<file path="config.mk">
export PLATFORM = sky130hd
export DESIGN_NAME = tmr3c_core
export DESIGN_NICKNAME = d
export VERILOG_FILES = /design/src/tmr3c_pkg.sv /design/src/tmr3c_tick_if.sv /design/src/tmr3c_core.sv /design/src/tmr3c_prescale.sv
export VERILOG_INCLUDE_DIRS = /design/src
export SDC_FILE = /design/constraint.sdc
export NUM_CORES = 1
export LEC_CHECK = 0
export ABC_CLOCK_PERIOD_IN_PS = 2000
export BUFFER_PORTS_ARGS = -buffer_cell sky130_fd_sc_hd__clkbuf_2
export CORE_ASPECT_RATIO = 0.7
export CORE_MARGIN = 4
export CORE_UTILIZATION = 55
export CTS_CLUSTER_SIZE = 24
export DETAILED_ROUTE_END_ITERATION = 7
export GPL_TIMING_DRIVEN = 0
export PLACE_DENSITY = 0.77
export SLEW_MARGIN = 10
export SYNTH_ARGS = -nofsm -noshare
export SYNTH_HDL_FRONTEND = slang
export SYNTH_SLANG_ARGS = --single-unit
</file>
<file path="constraint.sdc">
create_clock -name MCLK -period 2 [get_ports MCLK]
set_clock_uncertainty 0.15 [all_clocks]
set_input_delay 0.3 -clock MCLK [delete_from_list [all_inputs] [get_ports MCLK]]
set_output_delay 0.3 -clock MCLK [all_outputs]
set_load 0.1 [all_outputs]
</file>
<file path="src/tmr3c_consts.svh">
// register offsets, field positions, reset values and timing counts of the timer
`ifndef TMR3C_CONSTS_SVH
`define TMR3C_CONSTS_SVH
`define TMR3C_ADDR_CTRL 4'h0
`define TMR3C_ADDR_CLKCTL 4'h1
`define TMR3C_ADDR_CNT_LO 4'h2
`define TMR3C_ADDR_CNT_HI 4'h3
`define TMR3C_ADDR_RLD_LO 4'h4
`define TMR3C_ADDR_RLD_HI 4'h5
`define TMR3C_ADDR_IRQ_STAT 4'h6
`define TMR3C_ADDR_IRQ_MASK 4'h7
`define TMR3C_ADDR_IRQ_EN 4'h8
`define TMR3C_BIT_HOVF 7
`define TMR3C_BIT_LOVF 6
`define TMR3C_BIT_LIEN 5
`define TMR3C_BIT_CAPEN 4
`define TMR3C_BIT_SPLIT 3
`define TMR3C_BIT_RUN 2
`define TMR3C_BIT_XCLK 0
`define TMR3C_BIT_HCLKSEL 1
`define TMR3C_BIT_LCLKSEL 0
`define TMR3C_CTRL_RESET 8'h00
`define TMR3C_CTRL_WMASK 8'hfd
`define TMR3C_DIV_COUNT 4'hb
`define TMR3C_EV_HOVF 0
`define TMR3C_EV_LOVF 1
`define TMR3C_EV_CAP 2
`endif

</file>
<file path="src/tmr3c_pkg.sv">
// types shared by the timer modules
package tmr3c_pkg;
   typedef logic [3:0] tmr3c_addr_type;
   typedef logic [7:0] tmr3c_byte_type;
endpackage

</file>
<file path="src/tmr3c_tick_if.sv">
// tick bundle between the clock prescaler and the timer core
`timescale 1ns/1ps
interface tmr3c_tick_if;
   logic ext_tick;
   logic xclk_sel;
   modport src (output ext_tick, input xclk_sel);
   modport dst (input ext_tick, output xclk_sel);
endinterface

</file>
<file path="src/tmr3c_core.sv">
// timer 3 control unit: counters, reload, capture, flags and register port
//Contract
//- in split mode the high byte rolling from ff to 00 sets the high overflow flag.
//- in 16-bit mode the counter wrapping from ffff to 0000 sets the high overflow flag.
//- a set high overflow flag requests an interrupt when timer interrupts are enabled.
//- the low byte rolling from ff to 00 sets the low overflow flag in either mode.
//- low overflow interrupts only when the low irq enable and timer interrupts are on.
//- with capture enabled, each oscillator rising edge requests an interrupt; the code pulses TIMER_IRQ for it only while timer interrupts are enabled.
//- in capture mode each oscillator rising edge copies the counter into the reload bytes.
//- the split bit picks two 8-bit auto-reload timers, else one 16-bit one.
//- run control gates the timer; in split mode it gates only the high byte.
//- external clock select 0 picks system clock divided by twelve.
//- in split mode the external clock select serves both bytes.
//- per-byte clock selects pick external choice or undivided system clock.
`timescale 1ns/1ps
`include "tmr3c_consts.svh"
module tmr3c_core (
   input wire logic MCLK,
   input wire logic RST_N,
   input wire tmr3c_pkg::tmr3c_addr_type ADDR,
   input wire tmr3c_pkg::tmr3c_byte_type WDATA,
   input wire logic WR,
   input wire logic RD,
   input wire logic EXT_CLK,
   input wire logic LFOSC,
   output logic [7:0] RDATA,
   output logic IRQ,
   output logic TIMER_IRQ
);
   import tmr3c_pkg::*;
   tmr3c_tick_if tick ();
   typedef struct packed {
      logic [7:0] ctrl;
      logic [1:0] clkctl;
      logic [7:0] cnt_lo;
      logic [7:0] cnt_hi;
      logic [7:0] rld_lo;
      logic [7:0] rld_hi;
      logic [2:0] stat;
      logic [2:0] mask;
      logic tmr_ie;
      logic osc1;
      logic osc2;
      logic osc3;
      logic [7:0] rdata;
      logic irq;
      logic tirq;
   } tmr3c_state_type;
   tmr3c_state_type cur, next_cur;
   logic tick_lo, tick_hi, osc_rise, lo_wrap, hi_wrap, run_lo, run_hi, split;
   tmr3c_prescale u_pre (
      .clk(MCLK),
      .rst_n(RST_N),
      .ext_clk_pin(EXT_CLK),
      .tick(tick)
   );
   // one external choice feeds the low byte and, in split mode, the high byte; each may bypass it
   assign tick.xclk_sel = cur.ctrl[`TMR3C_BIT_XCLK];
   assign tick_lo = cur.clkctl[`TMR3C_BIT_LCLKSEL] ? 1'b1 : tick.ext_tick;
   assign split = cur.ctrl[`TMR3C_BIT_SPLIT];
   // low byte free runs in split mode
   assign run_lo = split ? 1'b1 : cur.ctrl[`TMR3C_BIT_RUN];
   assign run_hi = cur.ctrl[`TMR3C_BIT_RUN];
   assign lo_wrap = run_lo && tick_lo && (cur.cnt_lo == 8'hff);
   // high byte: own clock when split, carry of low byte otherwise
   always_comb begin
      if (split) begin
         tick_hi = cur.clkctl[`TMR3C_BIT_HCLKSEL] ? 1'b1 : tick.ext_tick;
         hi_wrap = run_hi && tick_hi && (cur.cnt_hi == 8'hff);
      end else begin
         tick_hi = lo_wrap;
         hi_wrap = lo_wrap && (cur.cnt_hi == 8'hff);
      end
   end
   // only the synchronised copies feed the edge detector
   assign osc_rise = cur.osc2 & ~cur.osc3;
   always_comb begin
      next_cur = cur;
      next_cur.osc1 = LFOSC;
      next_cur.osc2 = cur.osc1;
      next_cur.osc3 = cur.osc2;
      next_cur.rdata = 8'h00;
      // register writes first so hardware events below win over clears
      if (WR) begin
         if (ADDR == `TMR3C_ADDR_CTRL) begin
            next_cur.ctrl = WDATA & `TMR3C_CTRL_WMASK;
         end else if (ADDR == `TMR3C_ADDR_CLKCTL) begin
            next_cur.clkctl = WDATA[1:0];
         end else if (ADDR == `TMR3C_ADDR_CNT_LO) begin
            next_cur.cnt_lo = WDATA;
         end else if (ADDR == `TMR3C_ADDR_CNT_HI) begin
            next_cur.cnt_hi = WDATA;
         end else if (ADDR == `TMR3C_ADDR_RLD_LO) begin
            next_cur.rld_lo = WDATA;
         end else if (ADDR == `TMR3C_ADDR_RLD_HI) begin
            next_cur.rld_hi = WDATA;
         end else if (ADDR == `TMR3C_ADDR_IRQ_STAT) begin
            next_cur.stat = cur.stat & ~WDATA[2:0];
         end else if (ADDR == `TMR3C_ADDR_IRQ_MASK) begin
            next_cur.mask = WDATA[2:0];
         end else if (ADDR == `TMR3C_ADDR_IRQ_EN) begin
            next_cur.tmr_ie = WDATA[0];
         end
      end
      // counting with auto-reload on wrap
      if (run_lo && tick_lo) begin
         if (lo_wrap) begin
            next_cur.cnt_lo = split ? cur.rld_lo : (hi_wrap ? cur.rld_lo : 8'h00);
         end else begin
            next_cur.cnt_lo = cur.cnt_lo + 8'h01;
         end
      end
      if (run_hi && tick_hi) begin
         next_cur.cnt_hi = hi_wrap ? cur.rld_hi : cur.cnt_hi + 8'h01;
      end
      if (lo_wrap) begin
         next_cur.ctrl[`TMR3C_BIT_LOVF] = 1'b1;
         next_cur.stat[`TMR3C_EV_LOVF] = 1'b1;
      end
      if (hi_wrap) begin
         next_cur.ctrl[`TMR3C_BIT_HOVF] = 1'b1;
         next_cur.stat[`TMR3C_EV_HOVF] = 1'b1;
      end
      // capture mode: snapshot counter into reload bytes
      if (osc_rise && cur.ctrl[`TMR3C_BIT_CAPEN]) begin
         next_cur.rld_lo = cur.cnt_lo;
         next_cur.rld_hi = cur.cnt_hi;
         next_cur.stat[`TMR3C_EV_CAP] = 1'b1;
      end
      // read data one cycle after the strobe, zero otherwise
      if (RD) begin
         if (ADDR == `TMR3C_ADDR_CTRL) begin
            next_cur.rdata = cur.ctrl & `TMR3C_CTRL_WMASK;
         end else if (ADDR == `TMR3C_ADDR_CLKCTL) begin
            next_cur.rdata = {6'h00, cur.clkctl};
         end else if (ADDR == `TMR3C_ADDR_CNT_LO) begin
            next_cur.rdata = cur.cnt_lo;
         end else if (ADDR == `TMR3C_ADDR_CNT_HI) begin
            next_cur.rdata = cur.cnt_hi;
         end else if (ADDR == `TMR3C_ADDR_RLD_LO) begin
            next_cur.rdata = cur.rld_lo;
         end else if (ADDR == `TMR3C_ADDR_RLD_HI) begin
            next_cur.rdata = cur.rld_hi;
         end else if (ADDR == `TMR3C_ADDR_IRQ_STAT) begin
            next_cur.rdata = {5'h00, cur.stat};
         end else if (ADDR == `TMR3C_ADDR_IRQ_MASK) begin
            next_cur.rdata = {5'h00, cur.mask};
         end else if (ADDR == `TMR3C_ADDR_IRQ_EN) begin
            next_cur.rdata = {7'h00, cur.tmr_ie};
         end
      end
      // timer request is a level from the flags, capture is a pulse per edge
      // enable taken from the next state so the request tracks the enable register exactly
      next_cur.tirq = next_cur.tmr_ie && (next_cur.ctrl[`TMR3C_BIT_HOVF]
         || (next_cur.ctrl[`TMR3C_BIT_LOVF] && next_cur.ctrl[`TMR3C_BIT_LIEN])
         || (osc_rise && cur.ctrl[`TMR3C_BIT_CAPEN]));
      next_cur.irq = |(next_cur.stat & next_cur.mask);
   end
   always_ff @(posedge MCLK or negedge RST_N) begin
      if (!RST_N) begin
         cur <= '0;
      end else begin
         cur <= next_cur;
      end
   end
   assign RDATA = cur.rdata;
   assign IRQ = cur.irq;
   assign TIMER_IRQ = cur.tirq;

   // checks
   a_high_wrap_sets_flag: assert property (@(posedge MCLK) disable iff (!RST_N)
      hi_wrap |=> cur.ctrl[`TMR3C_BIT_HOVF]) else $error("high wrap lost");
   a_full_wrap_zero: assert property (@(posedge MCLK) disable iff (!RST_N)
      (!split && hi_wrap && cur.rld_hi == 8'h00 && !WR) |=> cur.cnt_hi == 8'h00)
      else $error("16-bit wrap wrong");
   a_high_flag_irq: assert property (@(posedge MCLK) disable iff (!RST_N)
      (cur.tmr_ie && cur.ctrl[`TMR3C_BIT_HOVF]) |-> TIMER_IRQ)
      else $error("missing high irq");
   a_low_wrap_flag: assert property (@(posedge MCLK) disable iff (!RST_N)
      lo_wrap |=> cur.ctrl[`TMR3C_BIT_LOVF]) else $error("low wrap lost");
   a_low_irq_gated: assert property (@(posedge MCLK) disable iff (!RST_N)
      (!cur.ctrl[`TMR3C_BIT_HOVF] && !cur.ctrl[`TMR3C_BIT_LIEN] && !cur.ctrl[`TMR3C_BIT_CAPEN])
      |-> !TIMER_IRQ) else $error("low irq leaked");
   a_capture_irq: assert property (@(posedge MCLK) disable iff (!RST_N)
      (osc_rise && cur.ctrl[`TMR3C_BIT_CAPEN] && cur.tmr_ie) |=> TIMER_IRQ)
      else $error("capture irq missing");
   a_capture_copy: assert property (@(posedge MCLK) disable iff (!RST_N)
      (osc_rise && cur.ctrl[`TMR3C_BIT_CAPEN]) |=> cur.rld_lo == $past(cur.cnt_lo)
      && cur.rld_hi == $past(cur.cnt_hi)) else $error("capture copy wrong");
   a_split_low_runs: assert property (@(posedge MCLK) disable iff (!RST_N)
      (split && !run_hi && tick_lo && cur.cnt_lo != 8'hff && !WR)
      |=> cur.cnt_lo == $past(cur.cnt_lo) + 8'h01) else $error("low byte stalled");
   a_flag_sticky: assert property (@(posedge MCLK) disable iff (!RST_N)
      (cur.ctrl[`TMR3C_BIT_HOVF] && !WR) |=> cur.ctrl[`TMR3C_BIT_HOVF])
      else $error("flag self-cleared");
   a_bit1_zero: assert property (@(posedge MCLK) disable iff (!RST_N)
      (RD && ADDR == `TMR3C_ADDR_CTRL) |=> !RDATA[1]) else $error("bit1 read");
   c_split_wrap: cover property (@(posedge MCLK) disable iff (!RST_N) split && hi_wrap);
   c_full_wrap: cover property (@(posedge MCLK) disable iff (!RST_N) !split && hi_wrap);
   c_capture: cover property (@(posedge MCLK) disable iff (!RST_N)
      osc_rise && cur.ctrl[`TMR3C_BIT_CAPEN]);
endmodule

</file>
<file path="src/tmr3c_prescale.sv">
// external clock choice: system clock divided by twelve or synchronised pin edges
`timescale 1ns/1ps
`include "tmr3c_consts.svh"
module tmr3c_prescale (
   input wire logic clk,
   input wire logic rst_n,
   input wire logic ext_clk_pin,
   tmr3c_tick_if.src tick
);
   import tmr3c_pkg::*;
   typedef struct packed {
      logic [3:0] div;
      logic sync1;
      logic sync2;
      logic sync3;
      logic tick;
   } tmr3c_pre_type;
   tmr3c_pre_type cur, next_cur;
   // divider free runs so the choice can switch at any time
   always_comb begin
      next_cur = cur;
      next_cur.sync1 = ext_clk_pin;
      next_cur.sync2 = cur.sync1;
      next_cur.sync3 = cur.sync2;
      next_cur.div = (cur.div == `TMR3C_DIV_COUNT) ? 4'h0 : cur.div + 4'h1;
      if (tick.xclk_sel) begin
         next_cur.tick = cur.sync2 & ~cur.sync3; // pin rising edge
      end else begin
         next_cur.tick = (cur.div == `TMR3C_DIV_COUNT);
      end
   end
   always_ff @(posedge clk or negedge rst_n) begin
      if (!rst_n) begin
         cur <= '0;
      end else begin
         cur <= next_cur;
      end
   end
   assign tick.ext_tick = cur.tick;
endmodule

</file>
Word-level counts from Yosys, hierarchy flattened
Cells that the tools add are included.
{"block": "word_totals", "inputBits": 18, "out_inout_bits": 10, "elab_cells": 125, "ff_bits": 69}
{"block": "op_classes", "n_eq_ne": 21, "addsub": 3, "n_bitwise": 8, "n_reduce_logical": 26, "n_mux": 46}
{"cell": "8-bit 2-to-1 mux", "count": 18}
{"cell": "49-bit 2-to-1 mux", "count": 1}
{"cell": "41-bit 2-to-1 mux", "count": 1}
{"cell": "39-bit 2-to-1 mux", "count": 1}
{"cell": "31-bit 2-to-1 mux", "count": 1}
{"cell": "23-bit 2-to-1 mux", "count": 1}
{"cell": "17-bit 2-to-1 mux", "count": 1}
{"cell": "8-bit by 1-bit adder with 8-bit output, second input constant", "count": 2}
{"cell": "4-bit by 3-bit equality test with 1-bit output, second input constant", "count": 4}
{"cell": "8-bit equality test, second input constant", "count": 2}
{"cell": "2-bit by 1-bit inequality test with 1-bit output, second input constant", "count": 8}
{"cell": "15-bit 2-to-1 mux", "count": 1}
{"cell": "2-bit nonzero test", "count": 7}
{"cell": "1-bit 2-to-1 mux", "count": 13}
{"cell": "3-bit 2-to-1 mux", "count": 4}
{"cell": "1-bit logical AND", "count": 9}
{"cell": "4-bit by 2-bit equality test with 1-bit output, second input constant", "count": 2}
{"cell": "4-bit equality test, second input constant", "count": 2}
{"cell": "4-bit 2-to-1 mux", "count": 2}
{"cell": "7-bit 2-to-1 mux", "count": 1}
{"cell": "7-bit AND reduction", "count": 1}
{"cell": "3-bit AND", "count": 2}
{"cell": "6-bit AND reduction", "count": 1}
{"cell": "5-bit AND reduction", "count": 1}
{"cell": "other kinds (13)", "count": 18}

Longest topological paths before layout
Gate-level depths: netlist of run 1.
{"block": "depth", "ltp_word": 16, "ltp_mapped": 8, "mapped_depth_nobuf": 6}

Modules after synthesis
A second synthesis of run 1 with hierarchy kept.
{"block": "hier_totals", "cells_unflattened": 394, "hier_area_um2": 3816.2}
{"mod": "tmr3c_core", "cells_each": 374, "area_each_um2": 3539.6, "instances": 1, "seq_area_each_um2": 1526.5}
{"mod": "tmr3c_prescale", "cells_each": 20, "area_each_um2": 276.5, "instances": 1, "seq_area_each_um2": 200.2}

Worst setup path before layout of run 1
Ideal clock, no wire load.
{"block": "synth_timing", "path_kind": "register to register", "from": "register cur[36] (netlist name)", "to": "register cur[51] (netlist name)", "setup_slack_ps": -91, "path_stages_with_launch": 9, "n_path_buf": 2, "t_arrival_ps": 1804, "t_required_ps": 1713, "period_less_slack_ps": 2091, "setup_time_ps": 137, "cell_sequence": "dfrtp_1 > ha_1 > and3_1 > buf_2 > and3_4 > buf_6 > o21a_4 > a221oi_2 > a21oi_1"}
{"block": "synth_between", "elab_chain_cells": 7, "elab_cells_between_ends": 8, "cone_classes": "eq/ne (1); mux (5); reduce/logical (2)"}
{"element": "start, declared", "line_no": "tmr3c_core.sv:49", "source": "tmr3c_state_type cur, next_cur;"}
{"element": "start signal, assigned", "line_no": "tmr3c_core.sv:163", "source": "cur <= next_cur;"}
{"element": "8-bit equality test (*)", "line_no": "tmr3c_core.sv:69, tmr3c_core.sv:72"}
{"element": "1-bit logical AND (on tied branches)", "line_no": "tmr3c_core.sv:72, tmr3c_core.sv:69"}
{"element": "1-bit 2-to-1 mux (*)", "line_no": "tmr3c_core.sv:67", "source": "if (split) begin"}
{"element": "8-bit 2-to-1 mux (*) (2 in series)", "line_no": "tmr3c_core.sv:108", "source": "next_cur.cnt_lo = split ? cur.rld_lo : (hi_wrap ? cur.rld_lo : 8'h00);"}
{"element": "8-bit 2-to-1 mux (*)", "line_no": "tmr3c_core.sv:107", "source": "if (lo_wrap) begin"}
{"element": "8-bit 2-to-1 mux (*)", "line_no": "tmr3c_core.sv:106", "source": "if (run_lo && tick_lo) begin"}
Every way passes the cells marked *; elsewhere a longest branch is shown, timed or not.
A chain may end at the register's enable or synchronous reset.

Worst setup path after layout of run 1
{"block": "layout_timing", "from": "register cur[45] (netlist name)", "to": "register cur[40] (netlist name)"}
{"block": "layout_between", "elab_chain_cells": 6, "elab_cells_between_ends": 14, "cone_classes": "eq/ne (4); mux (4); reduce/logical (6)"}
{"element": "8-bit equality test (*)", "line_no": "tmr3c_core.sv:64", "source": "assign lo_wrap = run_lo && tick_lo && (cur.cnt_lo == 8'hff);"}
{"element": "1-bit logical AND (*)", "line_no": "tmr3c_core.sv:64"}
{"element": "1-bit 2-to-1 mux or 1-bit logical AND (tied branches)", "line_no": "tmr3c_core.sv:67, tmr3c_core.sv:72"}
{"element": "1-bit logical AND or 1-bit 2-to-1 mux (tied branches)", "line_no": "tmr3c_core.sv:113, tmr3c_core.sv:67"}
{"element": "2-bit by 1-bit inequality test with 1-bit output (no source line) (tied with other cells)"}
{"element": "5-bit AND reduction (no source line) or 8-bit 2-to-1 mux (tied branches)"}
Marks and branches as above.

==> results of run 1 <==
worst max path at each step:
stage	start	end	slack, ns	cells past startpoint
2_1_floorplan	cur[36]	cur[51]	0.01	8
3_3_place_gp	cur[58]	cur[25]	-0.23	5
3_5_place_dp	cur[58]	cur[26]	-0.26	5
4_1_cts	cur[37]	cur[51]	0.003	7
5_1_grt	cur[45]	cur[40]	-0.05	7
6_report	cur[45]	cur[40]	0.02	7
kinds of logic (layout without fill, tap and decap cells):
kind of cell             after synthesis  in the layout  share of synthesized area, %
buffers and inverters                 42             99                          5.83
multiplexers                          36             36                          10.2
AO/OA/AOI/OAI                        122            122                          19.9
adder cells (fa/ha/maj)                3              3                         0.931
flip-flops                            69             69                          42.8
XOR/XNOR                               4              4                         0.869
AND/OR/NAND/NOR                      150            150                          19.5
layout make-up:
cell class	instances	area [um2]
fill	557	2250
multi-input combinational	315	2140
sequential	69	1730
timing repair buffer	45	298
buffer	36	223
clock buffer	10	138
tap	94	118
clock inverter	6	38.8
inverter	2	7.51
metrics by stage:
step | setup WS, ns | hold WS (ns) | area, um2
global route | -0.0461 | 0.116 | 4700
global placement | -0.226 | 0.190 | 4280
finish | 0.0239 | 0.121 | 4700
floorplan | 0.0103 | -0.146 | 4040
detailed placement | -0.261 | 0.177 | 4300
CTS | 0.00322 | 0.103 | 4590
cells in the mapped netlist (3+ instances only):
cell,n
nand2b_1,6
a31oi_1,12
nor3_1,17
o211ai_1,4
a21oi_1,42
and3_1,4
a211oi_1,3
mux2i_1,12
a21boi_0,5
dfrtp_1,69
nand2_1,45
buf_6,3
a21o_1,3
and2_1,3
nor2b_1,11
a22o_1,3
a211o_1,3
o22ai_1,3
nor2_1,32
clkbuf_1,11
o21ai_0,24
mux2_2,22
buf_4,10
buf_2,13
nand3_1,11
ha_1,3
registers in the layout (all words and copies together) (netlist names):
name and cells:
cur 51, RDATA 8, u_pre.cur 7, IRQ 1
TIMER_IRQ 1, u_pre.tick.ext_tick 1
worst reg2reg max path, stage by stage (launching register included):
cell and delay (ns):
dfrtp_1 0.43, ha_4 0.18, nand3_4 0.14, o41ai_4 0.38, buf_6 0.19, nor2_1 0.08
a21oi_2 0.17, o221a_1 0.20
report_power, final:
part / internal (mW) / switching, mW
Clock: 0.478 / 0.533
Combinational: 0.985 / 1.27
Sequential: 1.81 / 0.460
Total: 3.28 / 2.26
what timing repair did:
item / CTS / global route
endpoints found under the hold margin: 37 / 0
hold buffers: 3 / 0
gates resized for setup: 13 / 14
pin swaps: 2 / 6
setup buffers: 5 / 11
endpoints found under the setup margin: 29 / 25
metal layers:
metal  GRT usage, %  vias to the layer above
li1               -                     1644
met1           41.6                     1772
met2           36.6                      182
met3           6.22                       27
met4           7.63                        0
met5              0                        -
==> flow_metrics.py, run 1 <==
metrics = {
    "run": {
        "drv_cap": 0,
    },
    "worst_setup_path": {
        "r2r_setup_slack_ns": 0.02,
        "startpoint_type": "flip-flop",
        "r2r_start": "cur[45]",
        "slowest_stage": "dfrtp_1",
        "critPathBufInv": 1,
        "path_delay_family": "compound AO/OA/AOI/OAI gates",
        "cpPeakStageDelay_ns": 0.43,
        "worst_ep_required_time_ns": 2.13,
        "path_cells": "ha_4, nand3_4, o41ai_4, buf_6, nor2_1, a21oi_2, o221a_1",
        "worstSetupEndpointType": "flip-flop",
        "r2r_cells": 7,
        "path_max_fanout": 7,
        "critical_path_class": "reg2reg",
        "worstReg2RegEnd": "cur[40]",
        "arrival_ns": 2.10,
    },
    "clocking": {
        "root_buffer": "clkbuf_8",
        "cts_tree": "done",
        "worstSkewPairLatency_ns": 0.35,
        "cts_sinks": 69,
        "clockBufferDepth": 2,
        "htreeDepth": 3,
        "cts-buffers-inserted": 9,
        "cts.clk_slew.worst_paths_ns": 0.08,
    },
    "drt": {
        "vias_per_cell": 6.28,
        "num_vias": 3625,
        "drc_errors": 0,
        "met2WireLength_um": 4650,
        "wl_um": 10900,
        "postRouteAntennaNets": 0,
        "drtIter0Drc": 429,
        "topRoutingLayerUsed": "met4",
        "met3_length_um": 1120,
        "post_drt_wl_per_cell_um": 18.9,
        "first_pass_iters": 5,
        "wl_met1_um": 4970,
    },
    "final_layout": {
        "area.growth.synth_to_final_pct": 16.4,
        "diodes": 0,
        "final_common_cell": "dfrtp_1",
        "fin_util_pct": 67.6,
        "fin_cells": 577,
        "drive_above_1_share_pct": 28.6,
        "layout.nets": 499,
        "final_cell_mix": "64 x dfrtp_1, 45 x nand2_1, 40 x a21oi_1, 31 x nor2_1",
    },
    "global_routing": {
        "antenna_found_initial": 0,
        "grt_usage_pct": 26.7,
        "grt_pass1_vias": 3382,
        "grt_pass1_wl_um": 17800,
        "grt_max_degree": 37,
        "grt-ovfl-total": 0,
    },
    "die": {
        "die_w_um": 110,
        "die_h_um": 79.7,
        "die-area_mm2": 0.00879,
        "start_util_pct": 58.1,
        "io_pins": 28,
        "placementRows": 25,
        "coreArea_mm2": 0.00694,
    },
    "timing": {
        "finalHoldViolCount": 0,
        "fmax_ghz": 0.506,
        "finalCriticalPeriod_ns": 1.98,
        "setup_viol": 0,
        "worstMarginPinSlew_ns": 0.647,
        "slew_violations": 0,
        "fin_crit_sh_pct": 98.8,
        "relSlewSlack_pct": 56.5,
        "finalSetupTns_ns": 0,
    },
    "min_path": {
        "holdPathEnd": "cur[58]",
        "hold_depth": 2,
        "min_path_type": "in2reg",
        "hp-start": "WDATA[4]",
    },
    "outcome": {
        "status": "complete, no violations",
    },
    "synthesis": {
        "async_flop_share_pct": 100,
        "synth-seq-cells": 69,
        "ys_seq_area_share_pct": 42.8,
        "synth.lib_cells_used.distinct": 62,
        "synth_nets": 447,
        "synthTopCellsByArea": "dfrtp_1 43%, mux2_2 6.1%, a21oi_1 5.2%",
        "synth.cell_area_mm2": 0.00403,
        "postSynthCellCount": 426,
        "avgSynthCellArea_um2": 9.47,
        "synth_flop_cell": "dfrtp_1",
        "synth_top_area_cell": "dfrtp_1",
        "synth_edf_count": 0,
        "synth_warnings": 0,
        "synth_top_area_share_pct": 42.8,
    },
    "pwr": {
        "power.total_mw": 5.54,
        "p_per_area_mw_per_mm2": 1180,
        "ir_drop_v": 0.000742,
        "leakage_nw": 2.00,
    },
    "placement": {
        "dp_cells": 546,
        "io_buffers": 25,
        "place.gp.congestion": 0.935,
        "hpwl_um": 7880,
    },
}
No activity file was read; power rests on OpenSTA's default activity.
==> inputs of run 2 (changes only) <==
- CORE_UTILIZATION: 55 -> 57
- CTS_BUF_LIST: not set -> sky130_fd_sc_hd__clkbuf_4
- PLACE_DENSITY: 0.77 -> 0.76
==> flow_metrics.py, run 2 (synthesis gave the netlist of run 1 again) <==
metrics = {
    "pwr": {
        "p_per_area_mw_per_mm2": 1210,
        "leakage_nw": 1.99,
        "ir_drop_v": 0.000827,
        "power.total_mw": 5.68,
    },
    "global_routing": {
        "grt_pass1_vias": 3411,
        "grt-ovfl-total": 0,
        "antenna_found_initial": 0,
        "grt_pass1_wl_um": 17900,
        "grt_max_degree": 42,
        "grt_usage_pct": 27.4,
    },
    "clocking": {
        "root_buffer": "clkbuf_4",
        "htreeDepth": 3,
        "cts.clk_slew.worst_paths_ns": 0.12,
        "clockBufferDepth": 2,
        "cts_tree": "done",
        "cts-buffers-inserted": 9,
        "cts_sinks": 69,
        "worstSkewPairLatency_ns": 0.44,
    },
    "drt": {
        "drtIter0Drc": 412,
        "vias_per_cell": 6.29,
        "wl_um": 10900,
        "num_vias": 3608,
        "post_drt_wl_per_cell_um": 19.0,
        "drc_errors": 0,
        "postRouteAntennaNets": 0,
        "first_pass_iters": 5,
    },
    "timing": {
        "slew_violations": 0,
        "whs_ns": 0.0273,
        "rsz0062_at_grt": "yes",
        "finalCriticalPeriod_ns": 1.98,
        "finalSetupTns_ns": 0,
        "setup_viol": 0,
        "fmax_ghz": 0.506,
        "setup_slack_ns": 0.0224,
        "relSlewSlack_pct": 61.1,
        "fin_crit_sh_pct": 98.9,
        "worstMarginPinSlew_ns": 0.579,
        "finalHoldViolCount": 0,
    },
    "worst_setup_path": {
        "path_max_fanout": 10,
        "r2r_setup_slack_ns": 0.02,
        "critical_path_class": "reg2reg",
        "arrival_ns": 2.14,
        "startpoint_type": "flip-flop",
        "worst_ep_required_time_ns": 2.16,
        "worstSetupEndpointType": "flip-flop",
    },
    "placement": {
        "post-place-ws_ns": -0.292,
        "place.gp.congestion": 0.923,
        "io_buffers": 25,
        "hpwl_um": 8000,
    },
    "final_layout": {
        "top_register": "cur",
        "drive_above_1_share_pct": 27.7,
        "final_common_cell": "dfrtp_1",
        "area.growth.synth_to_final_pct": 16.1,
        "diodes": 0,
        "final_cell_mix": "66 x dfrtp_1, 45 x nand2_1, 40 x a21oi_1, 30 x nor2_1, 27 x clkbuf_2",
        "layout.nets": 496,
        "largest_reg_flops": 51,
    },
    "outcome": {
        "status": "complete, no violations",
    },
    "min_path": {
        "min_path_type": "in2reg",
    },
    "die": {
        "start_util_pct": 59.2,
        "die_w_um": 109,
        "die-area_mm2": 0.00851,
        "coreArea_mm2": 0.00682,
        "die_h_um": 78.4,
        "io_pins": 28,
        "placementRows": 25,
    },
    "run": {
        "drv_cap": 0,
    },
}
## run 2: changes by cell type in the layout (fill, tap and decap cells not counted)
cell / delta
clkinvlp_4: -1
clkbuf_1: +1
clkbuf_4: +10
nor2_1: -1
dfrtp_1: +2
bufinv_16: +3
clkinv_2: -2
clkbuf_8: -10
buf_2: +2
buf_6: +2
clkbuf_2: -1
dfrtp_2: -2
nor2_2: +1
buf_4: -7
## run 2: worst paths after layout
check | startpoint | endpoint | cells past startpoint
setup / recovery | cur[36] | cur[51] | 7
hold / removal | WDATA[4] | cur[58] | 2
setup reg to reg | cur[36] | cur[51] | 7
hold reg to reg | cur[12] | cur[11] | 0
max in group asynchronous | RST_N | cur[42] | 3
min in group asynchronous | RST_N | u_pre.cur[7] | 2
## run 2: per-stage QoR
step / utilization [%] / std cells / cell area, um2
4_1_cts: 67.5 / 569 / 4600
6_report: 68.7 / 574 / 4680
2_1_floorplan: - / 426 / 4040
3_3_place_gp: 62.8 / 545 / 4280
3_5_place_dp: 63.1 / 546 / 4300
5_1_grt: 68.7 / 574 / 4680
## run 2: layout make-up
cell class	instances	area (um2)
well taps	94	118
clock inverters	6	111
multi-input cells	315	2140
repair buffers	41	272
clock buffers	10	75.1
inverters	2	7.51
plain buffers	37	228
fillers	571	2130
flip-flops and latches	69	1730
## run 2: worst max-delay path: stages, from the launching register on
cell      delay, ns
dfrtp_2        0.45
ha_4           0.19
and3_4         0.17
and3_4         0.18
buf_8          0.15
o21a_4         0.22
a221oi_2       0.24
a21oi_1        0.09
## run 2: report_power, final
part	total (mW)	leakage, nW	internal (mW)	switching [mW]
Combinational	2.28	1.06	0.986	1.29
Sequential	2.24	0.831	1.81	0.438
Clock	1.16	0.0966	0.646	0.509
Total	5.68	1.99	3.44	2.24
## run 2: per-layer routing
| layer | global-route usage, % | vias to the layer above | share of wire, % |
|---|---|---|---|
| li1 | - | 1638 | - |
| met4 | 6.31 | 0 | 1.4 |
| met2 | 38.3 | 195 | 42 |
| met5 | 0 | - | 0 |
| met3 | 8.30 | 21 | 10 |
| met1 | 41.5 | 1754 | 46 |
## run 2: what timing repair did
action / CTS / global route
gates resized for setup: 13 / 11
hold buffers: 3 / 0
pin swaps: 1 / 4
hold endpoints to repair: 30 / 0
endpoints found under the setup margin: 30 / 23
setup buffers: 6 / 6
==> inputs of run 3 (changes only) <==
- CAP_MARGIN: not set -> 20
- CORE_UTILIZATION: 57 -> 50
- PLACE_DENSITY: 0.76 -> 0.68
==> flow_metrics.py, run 3 (synthesis gave the netlist of run 1 again) <==
metrics = {
    "outcome": {
        "status": "complete, no violations",
    },
    "final_layout": {
        "fin_cells": 578,
        "drive_above_1_share_pct": 27.5,
        "final_cell_mix": "66 x dfrtp_1, 45 x nand2_1, 41 x a21oi_1, 31 x nor2_1, 29 x clkbuf_2",
        "area.growth.synth_to_final_pct": 14.2,
        "fin_area_mm2": 0.00461,
        "fin_util_pct": 58.5,
        "layout.nets": 493,
        "final_common_cell": "dfrtp_1",
        "largest_reg_flops": 51,
        "diodes": 0,
        "top_register": "cur",
    },
    "timing": {
        "setup_viol": 0,
        "slew_violations": 0,
        "worstMarginPinSlew_ns": 0.629,
        "relSlewSlack_pct": 57.8,
        "setup_slack_ns": 0.0560,
        "finalSetupTns_ns": 0,
        "finalHoldViolCount": 0,
        "finalCriticalPeriod_ns": 1.94,
        "fin_crit_sh_pct": 97.2,
        "whs_ns": 0.0198,
        "fmax_ghz": 0.514,
    },
    "drt": {
        "drc_errors": 0,
        "num_vias": 3509,
        "post_drt_wl_per_cell_um": 19.0,
        "met2WireLength_um": 4670,
        "postRouteAntennaNets": 0,
        "first_pass_iters": 5,
        "wl_um": 11000,
        "wl_met1_um": 4990,
        "met3_length_um": 1100,
        "topRoutingLayerUsed": "met5",
        "vias_per_cell": 6.07,
        "drtIter0Drc": 276,
    },
    "global_routing": {
        "grt-ovfl-total": 0,
        "grt_usage_pct": 24.5,
        "grt_pass1_wl_um": 18200,
        "antenna_found_initial": 1,
        "grt_pass1_vias": 3439,
        "grt_max_degree": 47,
    },
    "min_path": {
        "hp-start": "WDATA[4]",
        "min_path_type": "in2reg",
    },
    "clocking": {
        "root_buffer": "clkbuf_4",
        "cts-buffers-inserted": 9,
        "htreeDepth": 3,
        "cts_sinks": 69,
        "cts.clk_slew.worst_paths_ns": 0.12,
        "clockBufferDepth": 2,
        "worstSkewPairLatency_ns": 0.44,
        "cts_tree": "done",
    },
    "die": {
        "start_util_pct": 51.2,
        "io_pins": 28,
        "coreArea_mm2": 0.00787,
        "die_w_um": 115,
        "die_h_um": 83.2,
        "die-area_mm2": 0.00959,
        "placementRows": 27,
    },
    "worst_setup_path": {
        "worst_ep_required_time_ns": 2.17,
        "r2r_setup_slack_ns": 0.06,
        "startpoint_type": "flip-flop",
        "worstSetupEndpointType": "flip-flop",
        "cp-startpoint": "cur[36]",
        "r2r_cells": 7,
        "cp-endpoint": "cur[51]",
        "path_max_fanout": 10,
        "critical_path_class": "reg2reg",
        "arrival_ns": 2.12,
        "r2r_start": "cur[36]",
        "worstReg2RegEnd": "cur[51]",
    },
    "placement": {
        "post-place-ws_ns": -0.267,
        "io_buffers": 25,
        "place.gp.congestion": 0.914,
        "dp_cells": 553,
        "hpwl_um": 8140,
        "place_area_mm2": 0.00432,
    },
    "pwr": {
        "leakage_nw": 1.97,
        "p_per_area_mw_per_mm2": 1140,
        "power.total_mw": 5.27,
        "ir_drop_v": 0.000651,
    },
    "run": {
        "drv_cap": 0,
    },
}
-- run 3: area by class of cell --
| cell class | count | area, um2 |
|---|---|---|
| clock buffer | 10 | 75.1 |
| fill | 706 | 3260 |
| tap | 101 | 126 |
| timing repair buffer | 38 | 265 |
| clock inverter | 6 | 40.0 |
| multi-input combinational | 315 | 2140 |
| buffer | 37 | 220 |
| sequential | 69 | 1730 |
| inverter | 2 | 7.51 |
-- run 3: routing by layer --
| metal | vias to the layer above | track usage, % |
|---|---|---|
| met1 | 1692 | 36.5 |
| met3 | 21 | 7.28 |
| met5 | - | 0 |
| met2 | 163 | 33.7 |
| met4 | 2 | 8.10 |
| li1 | 1631 | - |
-- run 3: worst min-delay path by stage --
stage / end / cells after the start
finish: cur[58] / 2
global route: cur[58] / 2
CTS: cur[58] / 2
detailed placement: cur[25] / 1
global placement: cur[11] / 0
floorplan: IRQ / 0
-- run 3: timing repair --
action	CTS	global route
gates resized for setup	10	12
buffers inserted	5	4
pin swaps	2	2
endpoints found under the setup margin	30	19
hold buffers	3	0
hold endpoints to repair	66	0
-- run 3: power by group --
group | switching [mW] | internal [mW] | leakage, nW
sequential | 0.423 | 1.81 | 0.831
clock | 0.520 | 0.266 | 0.0661
combinational | 1.29 | 0.967 | 1.07
-- run 3: critical path, cell delays in order, from the launching register on --
cell	delay, ns
dfrtp_2	0.45
ha_4	0.17
and3_4	0.17
and3_4	0.18
buf_6	0.15
o21a_4	0.23
a221oi_2	0.24
a21oi_1	0.09
